`src/shared/usdf_defs.vh`:
```
// constants of the shadow data port slice: addresses, bits, resets
// assumes APB byte addresses, one 32-bit word per register
`ifndef USDF_DEFS_VH
`define USDF_DEFS_VH

// ------------------------------------------------------------
// register addresses
// ------------------------------------------------------------
`define USDF_SHADOW_BASE 32'h50001130
`define USDF_SHADOW_LAST 32'h5000116c
`define USDF_FAR_ADDR    32'h50001170
`define USDF_FCR_ADDR    32'h50001180
`define USDF_LSR_ADDR    32'h50001184
`define USDF_IST_ADDR    32'h50001188
`define USDF_IMSK_ADDR   32'h5000118c

// ------------------------------------------------------------
// field positions
// ------------------------------------------------------------
`define USDF_FAR_MODE_BIT 0
`define USDF_FCR_EN_BIT   0
`define USDF_LSR_DR_BIT   0
`define USDF_LSR_RFF_BIT  4
`define USDF_LSR_TX_HOLDING_EMPTY_FLAG_BIT 5
`define USDF_LSR_TFF_BIT  6
`define USDF_IRQ_OVR_BIT  0
`define USDF_IRQ_TXL_BIT  1
`define USDF_IRQ_W        2
`define USDF_DATA_W       8

// ------------------------------------------------------------
// sizes and reset values
// ------------------------------------------------------------
`define USDF_FIFO_DEPTH 16
`define USDF_FIFO_AW    4
`define USDF_FAR_RST    1'b0
`define USDF_FCR_RST    1'b0
`define USDF_IMSK_RST   2'h0
`define USDF_DATA_RST   8'h00

`endif

```
`src/hw/usdf_fifo.v`:
```
// synchronous fifo with pointer clear, head shown combinationally
// assumes DEPTH equals two to the power AW
module usdf_fifo #(
  parameter WIDTH = 8,
  parameter DEPTH = 16,
  parameter AW    = 4
) (
  input  wire             i_clk,
  input  wire             i_rst,
  input  wire             i_clear,
  input  wire             i_push,
  input  wire [WIDTH-1:0] i_data,
  input  wire             i_pop,
  output wire [WIDTH-1:0] o_data,
  output wire             o_empty,
  output wire             o_full
);
  localparam [AW:0] DEPTH_C = DEPTH;

  reg [WIDTH-1:0] mem_r [0:DEPTH-1];
  reg [AW-1:0]    wr_ptr_r;
  reg [AW-1:0]    rd_ptr_r;
  reg [AW:0]      cnt_r;
  wire            pop_ok;
  wire            push_ok;

  assign o_empty = (cnt_r == {(AW+1){1'b0}});
  assign o_full  = (cnt_r == DEPTH_C);
  assign o_data  = mem_r[rd_ptr_r];
  assign pop_ok  = i_pop & ~o_empty;
  assign push_ok = i_push & (~o_full | pop_ok);

  // ------------------------------------------------------------
  // storage
  // ------------------------------------------------------------
  always @(posedge i_clk) begin
    if (push_ok & ~i_clear) begin
      mem_r[wr_ptr_r] <= i_data;
    end
  end

  // ------------------------------------------------------------
  // pointers and count
  // ------------------------------------------------------------
  always @(posedge i_clk or posedge i_rst) begin
    if (i_rst) begin
      wr_ptr_r <= {AW{1'b0}};
      rd_ptr_r <= {AW{1'b0}};
      cnt_r    <= {(AW+1){1'b0}};
    end else if (i_clear) begin
      wr_ptr_r <= {AW{1'b0}};
      rd_ptr_r <= {AW{1'b0}};
      cnt_r    <= {(AW+1){1'b0}};
    end else begin
      if (push_ok) begin
        wr_ptr_r <= wr_ptr_r + 1'b1;
      end
      if (pop_ok) begin
        rd_ptr_r <= rd_ptr_r + 1'b1;
      end
      if (push_ok & ~pop_ok) begin
        cnt_r <= cnt_r + 1'b1;
      end else if (pop_ok & ~push_ok) begin
        cnt_r <= cnt_r - 1'b1;
      end
    end
  end
endmodule // usdf_fifo

```
`src/hw/usdf_irq.v`:
```
// sticky event status, write one to clear, mask, one level irq
// assumes events are one-cycle pulses on the same clock
module usdf_irq #(
  parameter W = 2
) (
  input  wire         i_clk,
  input  wire         i_rst,
  input  wire [W-1:0] i_event,
  input  wire         i_clr_we,
  input  wire [W-1:0] i_clr_data,
  input  wire         i_mask_we,
  input  wire [W-1:0] i_mask_data,
  output reg  [W-1:0] o_status,
  output reg  [W-1:0] o_mask,
  output reg          o_irq
);
  reg [W-1:0] status_nxt;
  reg [W-1:0] mask_nxt;

  // set wins over a clear in the same cycle
  always @* begin
    status_nxt = o_status & ~(i_clr_we ? i_clr_data : {W{1'b0}});
    status_nxt = status_nxt | i_event;
    mask_nxt   = i_mask_we ? i_mask_data : o_mask;
  end

  always @(posedge i_clk or posedge i_rst) begin
    if (i_rst) begin
      o_status <= {W{1'b0}};
      o_mask   <= {W{1'b0}};
      o_irq    <= 1'b0;
    end else begin
      o_status <= status_nxt;
      o_mask   <= mask_nxt;
      o_irq    <= |(status_nxt & mask_nxt);
    end
  end
endmodule // usdf_irq

```
`src/hw/usdf_top.v`:
```
// shadow data port of a serial port with rx/tx fifos and test access
// assumes an APB master and serial logic on the same clock
`include "usdf_defs.vh"

module usdf_top #(
  parameter FIFO_ACCESS = 1,
  parameter FIFO_DEPTH  = `USDF_FIFO_DEPTH,
  parameter FIFO_AW     = `USDF_FIFO_AW
) (
  input  wire        I_REF_CLK,
  input  wire        I_SYS_RST,
  input  wire        I_PSEL,
  input  wire        I_PENABLE,
  input  wire        I_PWRITE,
  input  wire [31:0] I_PADDR,
  input  wire [31:0] I_PWDATA,
  output reg  [31:0] O_PRDATA,
  output reg         O_PREADY,
  output reg         O_PSLVERR,
  input  wire        I_RX_VALID,
  input  wire [7:0]  I_RX_DATA,
  input  wire        I_TX_TAKE,
  output reg         O_TX_VALID,
  output reg  [7:0]  O_TX_DATA,
  output reg         O_RX_DATA_READY,
  output reg         O_TX_HOLD_EMPTY,
  output reg         O_FIFO_EN,
  output wire        O_IRQ
);
  // ------------------------------------------------------------
  // address decode
  // ------------------------------------------------------------
  function is_shadow;
    input [31:0] a;
    begin
      is_shadow = (a >= `USDF_SHADOW_BASE) &&
                  (a <= `USDF_SHADOW_LAST) &&
                  (a[1:0] == 2'h0);
    end
  endfunction

  function is_mapped;
    input [31:0] a;
    begin
      is_mapped = is_shadow(a) ||
                  (a == `USDF_FAR_ADDR) ||
                  (a == `USDF_FCR_ADDR) ||
                  (a == `USDF_LSR_ADDR) ||
                  (a == `USDF_IST_ADDR) ||
                  (a == `USDF_IMSK_ADDR);
    end
  endfunction

  // ------------------------------------------------------------
  // declarations
  // ------------------------------------------------------------
  reg                   test_r;
  reg                   fifo_en_r;
  reg  [7:0]            rbr_r;
  reg                   rbr_full_r;
  reg  [7:0]            thr_r;
  reg                   thr_empty_r;
  reg                   mode_nxt;
  reg  [31:0]           rd_val;
  reg  [31:0]           lsr_val;
  wire                  acc;
  wire                  first_acc;
  wire                  done;
  wire                  wr_done;
  wire                  rd_done;
  wire                  sh_wr;
  wire                  sh_rd;
  wire                  far_wr;
  wire                  fcr_wr;
  wire                  ist_wr;
  wire                  imsk_wr;
  wire                  mode_flip;
  wire [7:0]            rx_head;
  wire                  rx_empty;
  wire                  rx_full;
  wire                  rx_push;
  wire                  rx_pop;
  wire [7:0]            rx_in;
  wire [7:0]            tx_head;
  wire                  tx_empty;
  wire                  tx_full;
  wire                  tx_push;
  wire                  tx_pop;
  wire                  load_stage;
  wire                  thr_wr;
  wire                  rbr_serial;
  wire                  rbr_test_wr;
  wire                  rbr_read;
  wire                  data_ready;
  wire                  hold_empty;
  wire                  ev_overrun;
  wire                  ev_tx_lost;
  wire [`USDF_IRQ_W-1:0] irq_event;
  wire [`USDF_IRQ_W-1:0] irq_status;
  wire [`USDF_IRQ_W-1:0] irq_mask;

  // ------------------------------------------------------------
  // apb handshake: one wait state, effects at the completing edge
  // ------------------------------------------------------------
  assign acc       = I_PSEL & I_PENABLE;
  assign first_acc = acc & ~O_PREADY;
  assign done      = acc & O_PREADY;
  assign wr_done   = done & I_PWRITE;
  assign rd_done   = done & ~I_PWRITE;

  assign sh_wr   = wr_done & is_shadow(I_PADDR);
  assign sh_rd   = rd_done & is_shadow(I_PADDR);
  assign far_wr  = wr_done & (I_PADDR == `USDF_FAR_ADDR);
  assign fcr_wr  = wr_done & (I_PADDR == `USDF_FCR_ADDR);
  assign ist_wr  = wr_done & (I_PADDR == `USDF_IST_ADDR);
  assign imsk_wr = wr_done & (I_PADDR == `USDF_IMSK_ADDR);

  // ------------------------------------------------------------
  // test access mode bit
  // ------------------------------------------------------------
  always @* begin
    mode_nxt = test_r;
    if (far_wr && (FIFO_ACCESS != 0)) begin
      mode_nxt = I_PWDATA[`USDF_FAR_MODE_BIT];
    end
  end

  assign mode_flip = (mode_nxt != test_r);

  always @(posedge I_REF_CLK or posedge I_SYS_RST) begin
    if (I_SYS_RST) begin
      test_r    <= `USDF_FAR_RST;
      fifo_en_r <= `USDF_FCR_RST;
    end else begin
      test_r <= mode_nxt;
      if (fcr_wr) begin
        fifo_en_r <= I_PWDATA[`USDF_FCR_EN_BIT];
      end
    end
  end

  // ------------------------------------------------------------
  // receive fifo
  // ------------------------------------------------------------
  // serial arrival has priority over a test-mode master write
  assign rx_in   = I_RX_VALID ? I_RX_DATA : I_PWDATA[7:0];
  assign rx_push = fifo_en_r &
                   (I_RX_VALID | (test_r & sh_wr));
  assign rx_pop  = fifo_en_r & ~test_r & sh_rd;

  usdf_fifo #(
    .WIDTH (`USDF_DATA_W),
    .DEPTH (FIFO_DEPTH),
    .AW    (FIFO_AW)
  ) u_rx_fifo (
    .i_clk   (I_REF_CLK),
    .i_rst   (I_SYS_RST),
    .i_clear (mode_flip),
    .i_push  (rx_push),
    .i_data  (rx_in),
    .i_pop   (rx_pop),
    .o_data  (rx_head),
    .o_empty (rx_empty),
    .o_full  (rx_full)
  );

  // ------------------------------------------------------------
  // transmit fifo
  // ------------------------------------------------------------
  assign tx_push = fifo_en_r & ~test_r & sh_wr;
  assign tx_pop  = fifo_en_r &
                   (test_r ? sh_rd : load_stage);

  usdf_fifo #(
    .WIDTH (`USDF_DATA_W),
    .DEPTH (FIFO_DEPTH),
    .AW    (FIFO_AW)
  ) u_tx_fifo (
    .i_clk   (I_REF_CLK),
    .i_rst   (I_SYS_RST),
    .i_clear (mode_flip),
    .i_push  (tx_push),
    .i_data  (I_PWDATA[7:0]),
    .i_pop   (tx_pop),
    .o_data  (tx_head),
    .o_empty (tx_empty),
    .o_full  (tx_full)
  );

  // ------------------------------------------------------------
  // receive buffer without fifo
  // ------------------------------------------------------------
  assign rbr_serial  = ~fifo_en_r & I_RX_VALID;
  assign rbr_test_wr = ~fifo_en_r & test_r & sh_wr;
  assign rbr_read    = ~fifo_en_r & ~test_r & sh_rd;

  always @(posedge I_REF_CLK or posedge I_SYS_RST) begin
    if (I_SYS_RST) begin
      rbr_r      <= `USDF_DATA_RST;
      rbr_full_r <= 1'b0;
    end else if (rbr_serial) begin
      rbr_r      <= I_RX_DATA;
      rbr_full_r <= 1'b1;
    end else if (rbr_test_wr) begin
      rbr_r      <= I_PWDATA[7:0];
      rbr_full_r <= 1'b1;
    end else if (rbr_read) begin
      rbr_full_r <= 1'b0;
    end
  end

  // ------------------------------------------------------------
  // transmit holding register without fifo
  // ------------------------------------------------------------
  assign thr_wr = ~fifo_en_r & ~test_r & sh_wr;

  always @(posedge I_REF_CLK or posedge I_SYS_RST) begin
    if (I_SYS_RST) begin
      thr_r       <= `USDF_DATA_RST;
      thr_empty_r <= 1'b1;
    end else if (thr_wr) begin
      thr_r       <= I_PWDATA[7:0];
      thr_empty_r <= 1'b0;
    end else if (load_stage & ~fifo_en_r) begin
      thr_empty_r <= 1'b1;
    end
  end

  // ------------------------------------------------------------
  // character handed to the transmitter
  // ------------------------------------------------------------
  // held back in test mode so the master can read the tx side
  assign load_stage = ~test_r & ~O_TX_VALID &
                      (fifo_en_r ? ~tx_empty : ~thr_empty_r);

  always @(posedge I_REF_CLK or posedge I_SYS_RST) begin
    if (I_SYS_RST) begin
      O_TX_VALID <= 1'b0;
      O_TX_DATA  <= `USDF_DATA_RST;
    end else if (load_stage) begin
      O_TX_VALID <= 1'b1;
      O_TX_DATA  <= fifo_en_r ? tx_head : thr_r;
    end else if (I_TX_TAKE) begin
      O_TX_VALID <= 1'b0;
    end
  end

  // ------------------------------------------------------------
  // status flags
  // ------------------------------------------------------------
  assign data_ready = fifo_en_r ? ~rx_empty : rbr_full_r;
  assign hold_empty = fifo_en_r ? tx_empty : thr_empty_r;

  always @* begin
    lsr_val = 32'h00000000;
    lsr_val[`USDF_LSR_DR_BIT]   = data_ready;
    lsr_val[`USDF_LSR_RFF_BIT]  = fifo_en_r & rx_full;
    lsr_val[`USDF_LSR_TX_HOLDING_EMPTY_FLAG_BIT] = hold_empty;
    lsr_val[`USDF_LSR_TFF_BIT]  = fifo_en_r & tx_full;
  end

  always @(posedge I_REF_CLK or posedge I_SYS_RST) begin
    if (I_SYS_RST) begin
      O_RX_DATA_READY <= 1'b0;
      O_TX_HOLD_EMPTY <= 1'b1;
      O_FIFO_EN       <= `USDF_FCR_RST;
    end else begin
      O_RX_DATA_READY <= data_ready;
      O_TX_HOLD_EMPTY <= hold_empty;
      O_FIFO_EN       <= fifo_en_r;
    end
  end

  // ------------------------------------------------------------
  // events and interrupt
  // ------------------------------------------------------------
  assign ev_overrun = I_RX_VALID &
                      (fifo_en_r ? (rx_full & ~rx_pop)
                                 : (rbr_full_r & ~rbr_read));
  assign ev_tx_lost = tx_push & tx_full & ~tx_pop;

  assign irq_event[`USDF_IRQ_OVR_BIT] = ev_overrun;
  assign irq_event[`USDF_IRQ_TXL_BIT] = ev_tx_lost;

  usdf_irq #(
    .W (`USDF_IRQ_W)
  ) u_irq (
    .i_clk       (I_REF_CLK),
    .i_rst       (I_SYS_RST),
    .i_event     (irq_event),
    .i_clr_we    (ist_wr),
    .i_clr_data  (I_PWDATA[`USDF_IRQ_W-1:0]),
    .i_mask_we   (imsk_wr),
    .i_mask_data (I_PWDATA[`USDF_IRQ_W-1:0]),
    .o_status    (irq_status),
    .o_mask      (irq_mask),
    .o_irq       (O_IRQ)
  );

  // ------------------------------------------------------------
  // read data
  // ------------------------------------------------------------
  always @* begin
    rd_val = 32'h00000000;
    if (is_shadow(I_PADDR)) begin
      if (test_r) begin
        rd_val[7:0] = fifo_en_r ? tx_head : thr_r;
      end else begin
        rd_val[7:0] = fifo_en_r ? rx_head : rbr_r;
      end
    end else if (I_PADDR == `USDF_FAR_ADDR) begin
      rd_val[`USDF_FAR_MODE_BIT] = test_r;
    end else if (I_PADDR == `USDF_FCR_ADDR) begin
      rd_val[`USDF_FCR_EN_BIT] = fifo_en_r;
    end else if (I_PADDR == `USDF_LSR_ADDR) begin
      rd_val = lsr_val;
    end else if (I_PADDR == `USDF_IST_ADDR) begin
      rd_val[`USDF_IRQ_W-1:0] = irq_status;
    end else if (I_PADDR == `USDF_IMSK_ADDR) begin
      rd_val[`USDF_IRQ_W-1:0] = irq_mask;
    end
  end

  // ------------------------------------------------------------
  // apb answer registers
  // ------------------------------------------------------------
  always @(posedge I_REF_CLK or posedge I_SYS_RST) begin
    if (I_SYS_RST) begin
      O_PREADY  <= 1'b0;
      O_PSLVERR <= 1'b0;
      O_PRDATA  <= 32'h00000000;
    end else begin
      O_PREADY  <= first_acc;
      O_PSLVERR <= first_acc & ~is_mapped(I_PADDR);
      if (first_acc) begin
        O_PRDATA <= I_PWRITE ? 32'h00000000 : rd_val;
      end
    end
  end
endmodule // usdf_top

```
`config.mk`:
```
export PLATFORM = sky130hd
export DESIGN_NAME = usdf_top
export DESIGN_NICKNAME = d
export VERILOG_FILES = /design/src/hw/usdf_fifo.v /design/src/hw/usdf_irq.v /design/src/hw/usdf_top.v
export VERILOG_INCLUDE_DIRS = /design/src /design/src/shared
export SDC_FILE = /design/constraint.sdc
export NUM_CORES = 1
export LEC_CHECK = 0
export BUFFER_PORTS_ARGS = -buffer_cell sky130_fd_sc_hd__buf_2
export CAP_MARGIN = 0
export CORE_ASPECT_RATIO = 2
export CORE_MARGIN = 3
export CORE_UTILIZATION = 48
export CTS_BUF_LIST = sky130_fd_sc_hd__clkbuf_2 sky130_fd_sc_hd__clkbuf_4 sky130_fd_sc_hd__clkbuf_8
export CTS_CLUSTER_SIZE = 14
export DETAILED_ROUTE_END_ITERATION = 12
export PLACE_DENSITY = 0.64
export SYNTH_ARGS = -nofsm -noshare
export SYNTH_HDL_FRONTEND = slang
export SYNTH_SLANG_ARGS = --single-unit
```
`constraint.sdc`:
```
create_clock -name I_REF_CLK -period 6.1 [get_ports I_REF_CLK]
set_input_delay 0.61 -clock I_REF_CLK [delete_from_list [all_inputs] [get_ports I_REF_CLK]]
set_output_delay 0.61 -clock I_REF_CLK [all_outputs]
set_load 0.05 [all_outputs]
```
* Yosys cells after proc, flatten, opt, wreduce, memory -nomap -nowiden
Memories as Yosys holds them, arrays and structs flattened. Cells that the tools add are included. W data, S select, Z words.
Operators by class: equality and inequality tests 8, muxes and demuxes 50, reductions and logical operators 21, $add $sub $neg 8, bitwise logic cells 70, magnitude comparators 2
Operators by type and width (count):
- $eq A32 B31 Y1 const B | 5
- $mux W8 | 7
- $and A1 B1 Y1 | 44
- $mux W5 | 7
- $ge A32 B31 Y1 const B | 1
- $le A32 B31 Y1 const B | 1
- $mux W32 | 1
- $mux W4 | 8
- $mux W24 | 1
- $mux W1 | 19
- $not A1 Y1 | 19
- $add A4 B1 Y4 const B | 4
- $reduce_bool A2 Y1 | 7
- $mux W6 | 2
- $add A5 B1 Y5 const B | 2
- $eq A5 B5 Y1 const B | 2
- $logic_not A5 Y1 | 2
- $mux W2 | 5
- $sub A5 B1 Y5 const B | 2
- $reduce_bool A3 Y1 | 3
- $logic_or A1 B1 Y1 | 5
- $and A2 B2 Y2 | 2
- $or A1 B1 Y1 | 3
- $logic_and A1 B1 Y1 | 2
- 5 further kinds | 5
Storage, ports and cells: logic and storage cells 184, memories kept 2, flip-flop bits (word level) 97, bits in writable memories 256, output and inout bits 47, input port bits 79
Memory list:
- u_rx_fifo.mem_r | depth 16, width 8, rd ports 1, clocked after memory_dff 0, write ports 1, line usdf_fifo.v:20 | reg [WIDTH-1:0] mem_r [0:DEPTH-1];
- u_tx_fifo.mem_r | depth 16, width 8, rd ports 1, clocked after memory_dff 0, write ports 1, line usdf_fifo.v:20

* Depth between registers and ports, before layout
Gate-level depths: netlist (run 1).
word-level depth 14, gate-level depth with buffers 14, depth with buffers taken out 12

* Modules after synthesis
Synthesis (run 1) repeated with hierarchy kept, for this count alone.
Unflattened totals: cell total of the unflattened synthesis 912, area total of the unflattened synthesis 14473.9 um2
By module, submodules not included:
- usdf_fifo (u_tx_fifo) | times used 1, sequential area each 4169.0 um2, area an instance 5805.6 um2, cells an instance 313
- usdf_fifo (u_rx_fifo) | times used 1, sequential area each 4169.0 um2, area an instance 5804.3 um2, cells an instance 313
- usdf_top | times used 1, sequential area each 1053.5 um2, area an instance 2673.8 um2, cells an instance 273
- usdf_irq | times used 1, sequential area each 125.1 um2, area an instance 190.2 um2, cells an instance 13

* Least setup slack after synthesis (run 1)
Ideal clock, no wire load.
path type input -> register, start in I_PADDR[9], end reg u_tx_fifo.cnt_r[4], buffers on the path 1, path slack 2.356 ns, cell stages on the path 12, arrival 3.619 ns, data required time 5.975 ns, setup time 0.125 ns, cell sequence or3_4 -> or4_4 -> a211oi_4 -> nor4b_4 -> buf_6 -> nand2_4 -> fa_1 -> a21o_1 -> a21oi_1 -> nand3b_1 -> o21ai_2 -> mux2_2
On the way: word-level cells in the longest chain between the ends 12, elaborated cells on any way between the ends 23, classes of those cells order compare: 2; eq/ne: 2; mux: 4; bitwise: 12; reduce/logical: 3
RTL lines:
- from (decl) | line usdf_top.v:15 | input wire [31:0] I_PADDR,
- $ge A32 B31 Y1 (no source line) / $le A32 B31 Y1 (equally long branches)
- $logic_and A1 B1 Y1 (2 in a row) | line usdf_top.v:36 | is_shadow = (a >= `USDF_SHADOW_BASE) &&
- $and A1 B1 Y1 | line usdf_top.v:112 | assign sh_rd = rd_done & is_shadow(I_PADDR);
- $mux W1 | line usdf_top.v:172 | (test_r ? sh_rd : load_stage);
- $and A1 B1 Y1 | line usdf_top.v:171 | assign tx_pop = fifo_en_r &
- $and A1 B1 Y1 | line usdf_fifo.v:30 | assign pop_ok = i_pop & ~o_empty;
- $or A1 B1 Y1 | line usdf_fifo.v:31 | assign push_ok = i_push & (~o_full | pop_ok);
- $and A1 B1 Y1 | line usdf_fifo.v:31
- $and A1 B1 Y1 / $not A1 Y1 (equally long branches) | line usdf_fifo.v:61, usdf_fifo.v:63
- $mux W5 / $and A1 B1 Y1 (equally long branches) | line usdf_fifo.v:61, usdf_fifo.v:63
- $mux W5 / $reduce_bool A3 Y1 (equally long branches)
- to (signal assigned) | line usdf_fifo.v:49 | cnt_r <= {(AW+1){1'b0}};
- to (signal assigned) | line usdf_fifo.v:53 | cnt_r <= {(AW+1){1'b0}};
- to (signal assigned) | line usdf_fifo.v:62 | cnt_r <= cnt_r + 1'b1;
- to (decl) | line usdf_fifo.v:23 | reg [AW:0] cnt_r;
Parallel ways exist; a longest one is shown, timed or not. A chain may end at the register's enable or synchronous reset.

* Worst setup path after layout (run 1)
start in I_PADDR[13], end reg u_tx_fifo.cnt_r[4]
The elaborated chain is that of the path after synthesis.

==> results of run 1 <==
==> registers in the layout, summed over array words and instances, names as in the netlist, 5 cells and up <==
register,count
u_rx_fifo.mem_r,128
u_tx_fifo.mem_r,128
O_PRDATA,8
O_TX_DATA,8
rbr_r,8
thr_r,8
u_rx_fifo.cnt_r,5
u_tx_fifo.cnt_r,5
==> worst max-delay path by stage <==
stage	start	to	slack, ps
3_5_place_dp	I_PADDR[13]	u_tx_fifo.cnt_r[4]$_DFFE_PP0P_	1610
6_report	I_PADDR[13]	u_tx_fifo.cnt_r[4]$_DFFE_PP0P_	2220
2_1_floorplan	I_PADDR[9]	u_tx_fifo.cnt_r[4]$_DFFE_PP0P_	2360
3_3_place_gp	I_PADDR[13]	u_tx_fifo.cnt_r[4]$_DFFE_PP0P_	1700
5_1_grt	I_PADDR[13]	u_tx_fifo.cnt_r[4]$_DFFE_PP0P_	1900
4_1_cts	I_PADDR[13]	u_tx_fifo.cnt_r[4]$_DFFE_PP0P_	2220
==> metal layers <==
layer | up-vias | GRT usage [%] | wire length (microns) | share of wire, %
met5 | - | 0 | 0 | 0
met4 | 0 | 8.02 | 1160 | 3.5
met3 | 73 | 2.78 | 933 | 2.8
met2 | 165 | 39.8 | 19300 | 59
met1 | 4136 | 22.0 | 11500 | 35
li1 | 3749 | - | - | -
==> stage by stage <==
stage / area (sq um) / worst slack [ps]
floorplan: 14600 / 2360
global placement: 15200 / 1700
detailed placement: 15200 / 1610
CTS: 16100 / 2220
global route: 16100 / 1900
finish: 16100 / 2220
==> cells in the final DEF, fill, tap and decap left out, types with 9 or more instances in the layout <==
cell,instances
mux2i_1,54
edfxtp_1,256
mux2_2,28
clkbuf_4,19
inv_1,15
o221ai_1,15
dfrtp_1,68
clkbuf_8,48
nor4_1,9
xor2_1,13
buf_4,14
a21oi_1,28
nor2_1,63
nand2_1,47
nor3_1,13
conb_1,24
a21o_1,13
ha_1,17
o22ai_1,9
a22oi_1,9
a211oi_1,9
mux4_2,53
buf_2,77
nand4_1,12
o21ai_0,19
==> power groups by stage <==
stage	logic (mW)	clock network [mW]	registers (mW)
finish	0.161	1.69	2.44
global route	0.177	1.83	2.44
CTS	0.162	1.73	2.44
detailed placement	0.162	0	2.49
global placement	0.158	0	2.49
floorplan	0.108	0	2.49
==> kinds of logic (layout without fill, tap and decap cells) <==
logic type                 count (synthesis)  after routing  share of synthesized area [%]
DFF                                      329            329                           65.8
adders and majority gates                 19             19                           1.75
AOI/OAI and AO/OA                        128            128                           6.27
xor gates and xnor gates                  19             19                           1.15
buffers and inverters                     84            192                           2.97
muxes                                    136            136                           14.3
and+or+nand+nor                          209            209                           7.82
other                                      1             24                         0.0259
==> worst max-delay path, stage by stage <==
cell,delay (ps)
buf_2,100
nor3_1,490
nand4_1,450
a211oi_4,500
nor4b_4,660
nand2_4,160
fa_1,450
a21o_1,200
a21oi_1,210
nand3b_1,110
o21ai_2,70
mux2_2,330
==> final cells by class <==
cell class                 count  area [sq um]  share of cell area [%]
clock buffer                  67           803                    5.00
sequential                   329          9520                    59.3
timing repair buffer          91           490                    3.05
clock inverter                17           100                   0.623
multi-input combinational    535          4620                    28.8
tap                          364           455                    2.84
inverter                      17          65.1                   0.405
==> flow_summary.toml, run 1 <==
[place]
hpwlAfterDp_microns = 23400
dp_cells = 1336
port_buffers = 77
routabilityCongestion = 0.849

[synth]
ys_types = 76
async_reset_ff_share_pct = 22.2
postSynthAreaPerCell_sq_um = 15.6
ys_ff_latch = 329
synth_top_area_cell = "edfxtp_1"
syn-cell-area_sq_um = 14500
synth_most_common_cell = "edfxtp_1"
synth_edf_count = 256
yosys-top-cells-count = "edfxtp_1, dfrtp_1, nor2_1, mux2i_1, mux4_2"
synth_top_area_share_pct = 53.1
yosys-top-cells-area = "edfxtp_1, dfrtp_1, mux4_2, mux2i_1, mux2_2"
yosysSeqAreaShare_pct = 65.8
synth_flop_cell = "edfxtp_1"
yosys_warnings = 0
synthCells = 925

[worst_hold_path]
worstHoldPathType = "in -> async"

[power_and_ir_drop]
vdd_drop_max_uv = 198
power.share.combinational_pct = 3.7
p_clk_share_pct = 39.4
switching_power_mw = 0.960
p_sw_share_pct = 22.4
p_seq_share_pct = 56.9
p_total_mw = 4.29
leakage_nw = 5.79
intPower_mw = 3.33
power_density_nw_per_um2 = 267

[timing]
slew_viol_final = 0
setup_viol = 0
grt_setup_unrepaired = "no"
final_hold_viol_count = 0
fin_worst_hold_slack_ps = 303
clock.fmax_mhz = 257
tightest_slew_ps = 1060
clock_skew_ps = 39.5
fin_crit_ps = 3880
setup_tns_ps = 0
slew_headroom_pct = 29.1
fin_crit_sh_pct = 63.7

[drt]
drc = 0
num_vias = 8123
drtIter0Drc = 479
dr.pass1.iters = 5
wirelength_microns = 32900
avgViaCountPerCell = 5.72
drt.antenna.violating_nets = 0
routedWlPerCell_microns = 23.2

[finish]
area_delta_synth_final_pct = 11.0
n_antenna_cell = 0
layout.nets = 1117
drive_gt1_share_pct = 27.0
utilization_pct = 54.2
fillerInstances = 2398
final_cells = 1420

[setup_path]
regToRegSetupSlack_ps = 2520
r2r_start = "u_tx_fifo.cnt_r[0]$_DFFE_PP0P_"
reg2reg_depth = 11
crit_fanout = 11
critPathLaunchType = "input pin"
end_kind = "register"
critPathKind = "in -> reg"
timing.rr.end = "u_tx_fifo.cnt_r[4]$_DFFE_PP0P_"
cp_data_arrival_time_ps = 4340
critPathRequiredTime_ps = 6560

[floorplan]
num_rows = 89
fp.dieArea_sq_um = 32400
die_h_microns = 252
ioPinCount = 126
core_sq_um = 29600
dieWidth_microns = 129
initial_core_util_pct = 48.9

[grt]
overflow = 0
grt_pass1_wl_microns = 50100
antenna_found_initial = 0
grt_max_degree = 74
grt_use_total_pct = 20.6
first_global_vias = 8547

[cts]
root_buffer = "clkbuf_8"
tritoncts = "built"
clock_latency_ps = 600
h-tree-depth = 2
cts_buffers = 45
hold_buffers = 0
cts_resized = 0
ctsLongestPathBuffers = 3
postCtsSetupBuffers = 0
cts_sinks = 329
clk_pin_slew_ps = 70

[outcome]
status = "complete, no violations"

[flow_run]
maxCapViolCount = 0
Note: power is estimated with default switching activity, not from simulation.
==> inputs of run 2 (changes only) <==
--- a/config.mk
+++ b/config.mk
@@ -14,7 +14,7 @@
 export CTS_BUF_LIST = sky130_fd_sc_hd__clkbuf_2 sky130_fd_sc_hd__clkbuf_4 sky130_fd_sc_hd__clkbuf_8
 export CTS_CLUSTER_SIZE = 14
 export DETAILED_ROUTE_END_ITERATION = 12
-export PLACE_DENSITY = 0.64
+export PLACE_DENSITY = 0.67
 export SYNTH_ARGS = -nofsm -noshare
 export SYNTH_HDL_FRONTEND = slang
 export SYNTH_SLANG_ARGS = --single-unit
==> constraint.sdc (replaced) <==
create_clock -name I_REF_CLK -period 3.2 [get_ports I_REF_CLK]
set_input_delay 0.32 -clock I_REF_CLK [delete_from_list [all_inputs] [get_ports I_REF_CLK]]
set_output_delay 0.32 -clock I_REF_CLK [all_outputs]
set_load 0.05 [all_outputs]
==> run 2 against run 1 <==
Against the previous run:
- cell area grew 3.9%
- highest routed layer is now met5
- setup slack worse by 2000 ps
- critical path type is now reg -> reg
- clock skew decreased by 15 ps
- global-route usage is 0.14 points higher
- via count is 3.1% higher
- power is 94% higher
- largest cell class unchanged
- first-iteration DRC count fell by 14%
- critical path depth is 1 lower
==> flow_summary.toml, run 2 (synthesized netlist as in run 1, its figures left out) <==
[power_and_ir_drop]
leakage_nw = 6.16
switching_power_mw = 1.81
p_sw_share_pct = 21.8
vdd_drop_max_uv = 331
p_clk_share_pct = 40.2
intPower_mw = 6.52
p_seq_share_pct = 55.9
power.share.combinational_pct = 3.9
power_density_nw_per_um2 = 499

[place]
routabilityCongestion = 0.857
dp_cells = 1396
hpwlAfterDp_microns = 24300
port_buffers = 77

[floorplan]
num_rows = 89
core_sq_um = 29600
ioPinCount = 126
initial_core_util_pct = 48.9
fp.dieArea_sq_um = 32400
dieWidth_microns = 129
die_h_microns = 252

[timing]
fin_worst_hold_slack_ps = 56.3
tightest_slew_ps = 721
clock.fmax_mhz = 337
slew_headroom_pct = 51.9
clock_skew_ps = 24.9
slew_viol_final = 0
setup_viol = 0
fin_crit_ps = 2970
fin_crit_sh_pct = 92.8
grt_setup_unrepaired = "no"
final_hold_viol_count = 0

[worst_hold_path]
min_path_cells = 3
holdPathEnd = "rbr_r[6]$_DFFE_PP0P_"
worstHoldPathType = "in -> reg"
hp-start = "I_RX_DATA[6]"

[setup_path]
cp_data_arrival_time_ps = 3430
timing.rr.end = "u_tx_fifo.cnt_r[4]$_DFFE_PP0P_"
critPathRequiredTime_ps = 3660
r2r_start = "u_tx_fifo.cnt_r[3]$_DFFE_PP0P_"
critPathKind = "reg -> reg"
end_kind = "register"
reg2reg_depth = 11
regToRegSetupSlack_ps = 230
crit_fanout = 4
critPathLaunchType = "register"

[finish]
final_cell_mix = "edfxtp_1, buf_2, dfrtp_1, buf_4, nor2_1"
area_delta_synth_final_pct = 15.3
drive_gt1_share_pct = 31.0
layout_commonest_cell = "edfxtp_1"
reg_top3 = "u_rx_fifo.mem_r x128, u_tx_fifo.mem_r x128"
fillerInstances = 2373
n_antenna_cell = 0
final_cells = 1481
layout.nets = 1180

[cts]
h-tree-depth = 2
clk_pin_slew_ps = 80
cts_sinks = 329
root_buffer = "clkbuf_8"
tritoncts = "built"
ctsLongestPathBuffers = 3
clock_latency_ps = 590
cts_buffers = 46

[grt]
grt_max_degree = 41
grt_use_total_pct = 20.7
first_global_vias = 8861
antenna_found_initial = 1
overflow = 0
grt_pass1_wl_microns = 50700

[drt]
avgViaCountPerCell = 5.65
num_vias = 8375
routedWlPerCell_microns = 22.2
dr.pass1.iters = 5
drt.antenna.violating_nets = 0
drc = 0
wirelength_microns = 32900
drtIter0Drc = 414

[outcome]
status = "complete, no violations"

[flow_run]
maxCapViolCount = 0
run 2: cell types whose count changed in the layout (fill, tap and decap cells not counted), sizes merged:
cell and delta:
buf +60, clkbuf -8, clkinv +6, bufinv +3
clkinvlp -2, dlygate4sd3 +2
run 2: through the flow:
| step | utilization, % | TNS, ps | area (sq um) | total power [mW] | setup WS, ps |
|---|---|---|---|---|---|
| 5_1_grt | 56.3 | 0 | 16700 | 8.63 | 61.7 |
| 3_5_place_dp | 53.1 | -326 | 15700 | 5.07 | -167 |
| 6_report | 56.3 | 0 | 16700 | 8.33 | 231 |
| 4_1_cts | 56.3 | 0 | 16700 | 8.42 | 239 |
| 2_1_floorplan | - | -277 | 14600 | 4.95 | -206 |
| 3_3_place_gp | 53.1 | -301 | 15700 | 5.06 | -156 |
run 2: final cells by class:
cell class,count,area (sq um),share of cell area (%)
Sequential cell,329,9520,57.1
Multi-Input combinational cell,535,4650,27.9
Timing Repair Buffer,153,1050,6.29
Clock buffer,59,749,4.49
Tap cell,364,455,2.73
Clock inverter,24,195,1.17
Inverter,17,65.1,0.390
run 2: worst max-delay path, cell delays in order (launching register included):
cell and delay [ps]:
dfrtp_1 420, or4_1 550, o21ai_0 240, nor2_1 100
a31oi_2 280, nand2_4 90, fa_2 370, a21o_1 180
a21oi_2 150, nand3b_1 100, o21ai_2 70, mux2_4 300
run 2: routing by layer:
layer / vias up / wire [microns] / GRT usage [%]
met4: 2 / 1240 / 8.20
met5: - / 7 / 0
met3: 94 / 993 / 2.99
met1: 4229 / 11100 / 21.1
li1: 3873 / - / -
met2: 177 / 19600 / 41.0
run 2: power by group through the flow:
stage               logic [mW]  clock network [mW]  registers [mW]
finish                   0.325                3.35            4.65
global route             0.357                3.62            4.65
CTS                      0.328                3.44            4.65
detailed placement       0.325                   0            4.74
global placement         0.316                   0            4.74
floorplan                0.206                   0            4.74
run 2: worst max-delay path by stage:
| stage | startpoint | end | cells past startpoint |
|---|---|---|---|
| floorplan | I_PADDR[9] | u_tx_fifo.cnt_r[4]$_DFFE_PP0P_ | 12 |
| global placement | I_PADDR[9] | u_tx_fifo.cnt_r[4]$_DFFE_PP0P_ | 12 |
| detailed placement | I_PADDR[9] | u_tx_fifo.cnt_r[4]$_DFFE_PP0P_ | 12 |
| CTS | u_tx_fifo.cnt_r[3]$_DFFE_PP0P_ | u_tx_fifo.cnt_r[4]$_DFFE_PP0P_ | 11 |
| global route | u_tx_fifo.cnt_r[3]$_DFFE_PP0P_ | u_tx_fifo.cnt_r[4]$_DFFE_PP0P_ | 11 |
| finish | u_tx_fifo.cnt_r[3]$_DFFE_PP0P_ | u_tx_fifo.cnt_r[4]$_DFFE_PP0P_ | 11 |
run 2: repair_timing:
action | CTS | global route
endpoints found under the hold margin | 37 | 0
hold buffers | 2 | 0
setup buffers | 0 | 0
setup endpoints to repair | 0 | 0
gates resized for setup | 0 | 0
==> inputs of run 3 (changes only) <==
--- a/config.mk
+++ b/config.mk
@@ -14,7 +14,7 @@
 export CTS_BUF_LIST = sky130_fd_sc_hd__clkbuf_2 sky130_fd_sc_hd__clkbuf_4 sky130_fd_sc_hd__clkbuf_8
 export CTS_CLUSTER_SIZE = 14
 export DETAILED_ROUTE_END_ITERATION = 12
-export PLACE_DENSITY = 0.67
+export PLACE_DENSITY = 0.66
 export SYNTH_ARGS = -nofsm -noshare
 export SYNTH_HDL_FRONTEND = slang
 export SYNTH_SLANG_ARGS = --single-unit
==> run 3 against run 2 <==
Against the previous run:
- maximum frequency rose by 0.89%
- first-iteration DRC count shrank 2.4%
- power grew 1.3%
- core utilization rose by 0.24 points
- hold slack got worse by 10 ps
- combinational power hardly changed
- non-clock buffer count grew 1
- sequential cell count did not move
- routed wire length barely moved
- via count fell by 0.39%
- clock power increased by 3%
- clock-buffer cell count grew 9
- largest cell class unchanged
==> flow_summary.toml, run 3 (synthesized netlist as in run 1, its figures left out) <==
[outcome]
status = "complete, no violations"

[cts]
cts_buffers = 44
clk_pin_slew_ps = 70
root_buffer = "clkbuf_8"
cts_sinks = 329
tritoncts = "built"
clock_latency_ps = 600
ctsLongestPathBuffers = 3
cts_resized = 0
h-tree-depth = 2

[finish]
area_delta_synth_final_pct = 15.8
layout.nets = 1179
final_cell_mix = "edfxtp_1, buf_2, dfrtp_1, buf_4, nor2_1"
final_cells = 1482
reg_top3 = "u_rx_fifo.mem_r x128, u_tx_fifo.mem_r x128"
drive_gt1_share_pct = 31.4
utilization_pct = 56.5
layout_commonest_cell = "edfxtp_1"

[setup_path]
critPathLaunchType = "register"
critPathKind = "reg -> reg"
cp_data_arrival_time_ps = 3420
cpMaxStageDelayCell = "or4_1"
crit_path_cell_trace = "or4_1, o21ai_0, nor2_1, a31oi_2, nand2_4, fa_2, a21o_1, a21oi_2, nand3b_1, o21ai_2, mux2_4"
end_kind = "register"
slowest_delay_ps = 570
r2r_start = "u_tx_fifo.cnt_r[3]$_DFFE_PP0P_"
crit_fanout = 4
startpoint = "u_tx_fifo.cnt_r[3]$_DFFE_PP0P_"
critPathRequiredTime_ps = 3670

[power_and_ir_drop]
p_total_mw = 8.44
leakage_nw = 6.18
power_density_nw_per_um2 = 504
vdd_drop_max_uv = 401

[drt]
routedWlPerCell_microns = 22.2
drtIter0Drc = 404
dr.pass1.iters = 5
drc = 0
drt.antenna.violating_nets = 0
avgViaCountPerCell = 5.63
wirelength_microns = 32900
num_vias = 8342

[flow_run]
maxCapViolCount = 0

[floorplan]
dieWidth_microns = 129
die_h_microns = 252
core_sq_um = 29600
ioPinCount = 126
fp.dieArea_sq_um = 32400
num_rows = 89
initial_core_util_pct = 48.9

[timing]
slew_headroom_pct = 44.9
fin_crit_sh_pct = 92.0
setup_viol = 0
grt_setup_unrepaired = "no"
clock.fmax_mhz = 340
slew_viol_final = 0
clock_skew_ps = 39.2
fin_crit_ps = 2940
final_hold_viol_count = 0
tightest_slew_ps = 827

[place]
hpwlAfterDp_microns = 24100
dp_cells = 1397
routabilityCongestion = 0.816
port_buffers = 77

[grt]
antenna_found_initial = 2
grt_use_total_pct = 20.9
overflow = 0
grt_pass1_wl_microns = 51400
first_global_vias = 8845
grt_max_degree = 43

[worst_hold_path]
hp-start = "I_RX_DATA[4]"
worstHoldPathType = "in -> reg"
-- run 3: changes by cell type in the layout (fill, tap and decap cells not counted) --
cell / previous run / this run
clkinv_1: 9 / 4
buf_4: 67 / 66
buf_12: 7 / 9
clkinv_2: 12 / 6
diode_2: 0 / 1
inv_12: 0 / 1
clkbuf_4: 10 / 19
-- run 3: final timing paths --
path | end | slack [ps] | cells past startpoint
max | u_tx_fifo.cnt_r[4]$_DFFE_PP0P_ | 260 | 11
min | rbr_r[4]$_DFFE_PP0P_ | 50 | 3
max reg2reg | u_tx_fifo.cnt_r[4]$_DFFE_PP0P_ | 260 | 11
min reg2reg | rbr_r[5]$_DFFE_PP0P_ | 480 | 2
max in group asynchronous | u_rx_fifo.rd_ptr_r[0]$_DFFE_PP0P_ | 2100 | 4
min in group asynchronous | O_RX_DATA_READY$_DFF_PP0_ | 400 | 3
-- run 3: critical path, delay by kind of cell, from the launching register on --
family | cells | cell delay [ps]
mux | 1 | 310
compound gates | 5 | 890
flops | 1 | 420
simple gates | 4 | 850
fa+ha+maj | 1 | 370
-- run 3: layout make-up --
cell class / instances / area [sq um]
diodes: 1 / 2.50
clock inverters: 14 / 163
fillers: 2384 / 12900
well taps: 364 / 455
repair buffers: 154 / 1080
multi-input cells: 535 / 4650
clock buffers: 68 / 817
flip-flops and latches: 329 / 9520
inverters: 17 / 65.1
-- run 3: metal layers --
metal / vias up / wire length (microns) / GRT usage [%]
li1: 3872 / - / -
met2: 183 / 19300 / 40.6
met1: 4205 / 11500 / 22.3
met5: - / 13 / 0
met3: 80 / 1010 / 2.73
met4: 2 / 1120 / 7.99
-- run 3: what timing repair did --
item	CTS	global route
hold buffers	2	0
hold endpoints to repair	40	0
setup buffers	0	0
setup endpoints to repair	0	0
-- run 3: power breakdown --
group	internal, mW	total (mW)	switching (mW)	leakage [nW]
Clock	1.90	3.46	1.57	0.524
Combinational	0.0862	0.325	0.239	2.40
Sequential	4.64	4.65	0.0122	3.26
-- run 3: stage by stage --
stage | hold slack, ps | TNS (ps) | area (sq um) | setup slack (ps)
after floorplan | 352 | -277 | 14600 | -206
after global placement | 462 | -259 | 15700 | -141
after detailed placement | 471 | -382 | 15700 | -157
after CTS | 11.9 | 0 | 16700 | 246
after global routing | 47.1 | 0 | 16700 | 86.9
final | 46.2 | 0 | 16700 | 257
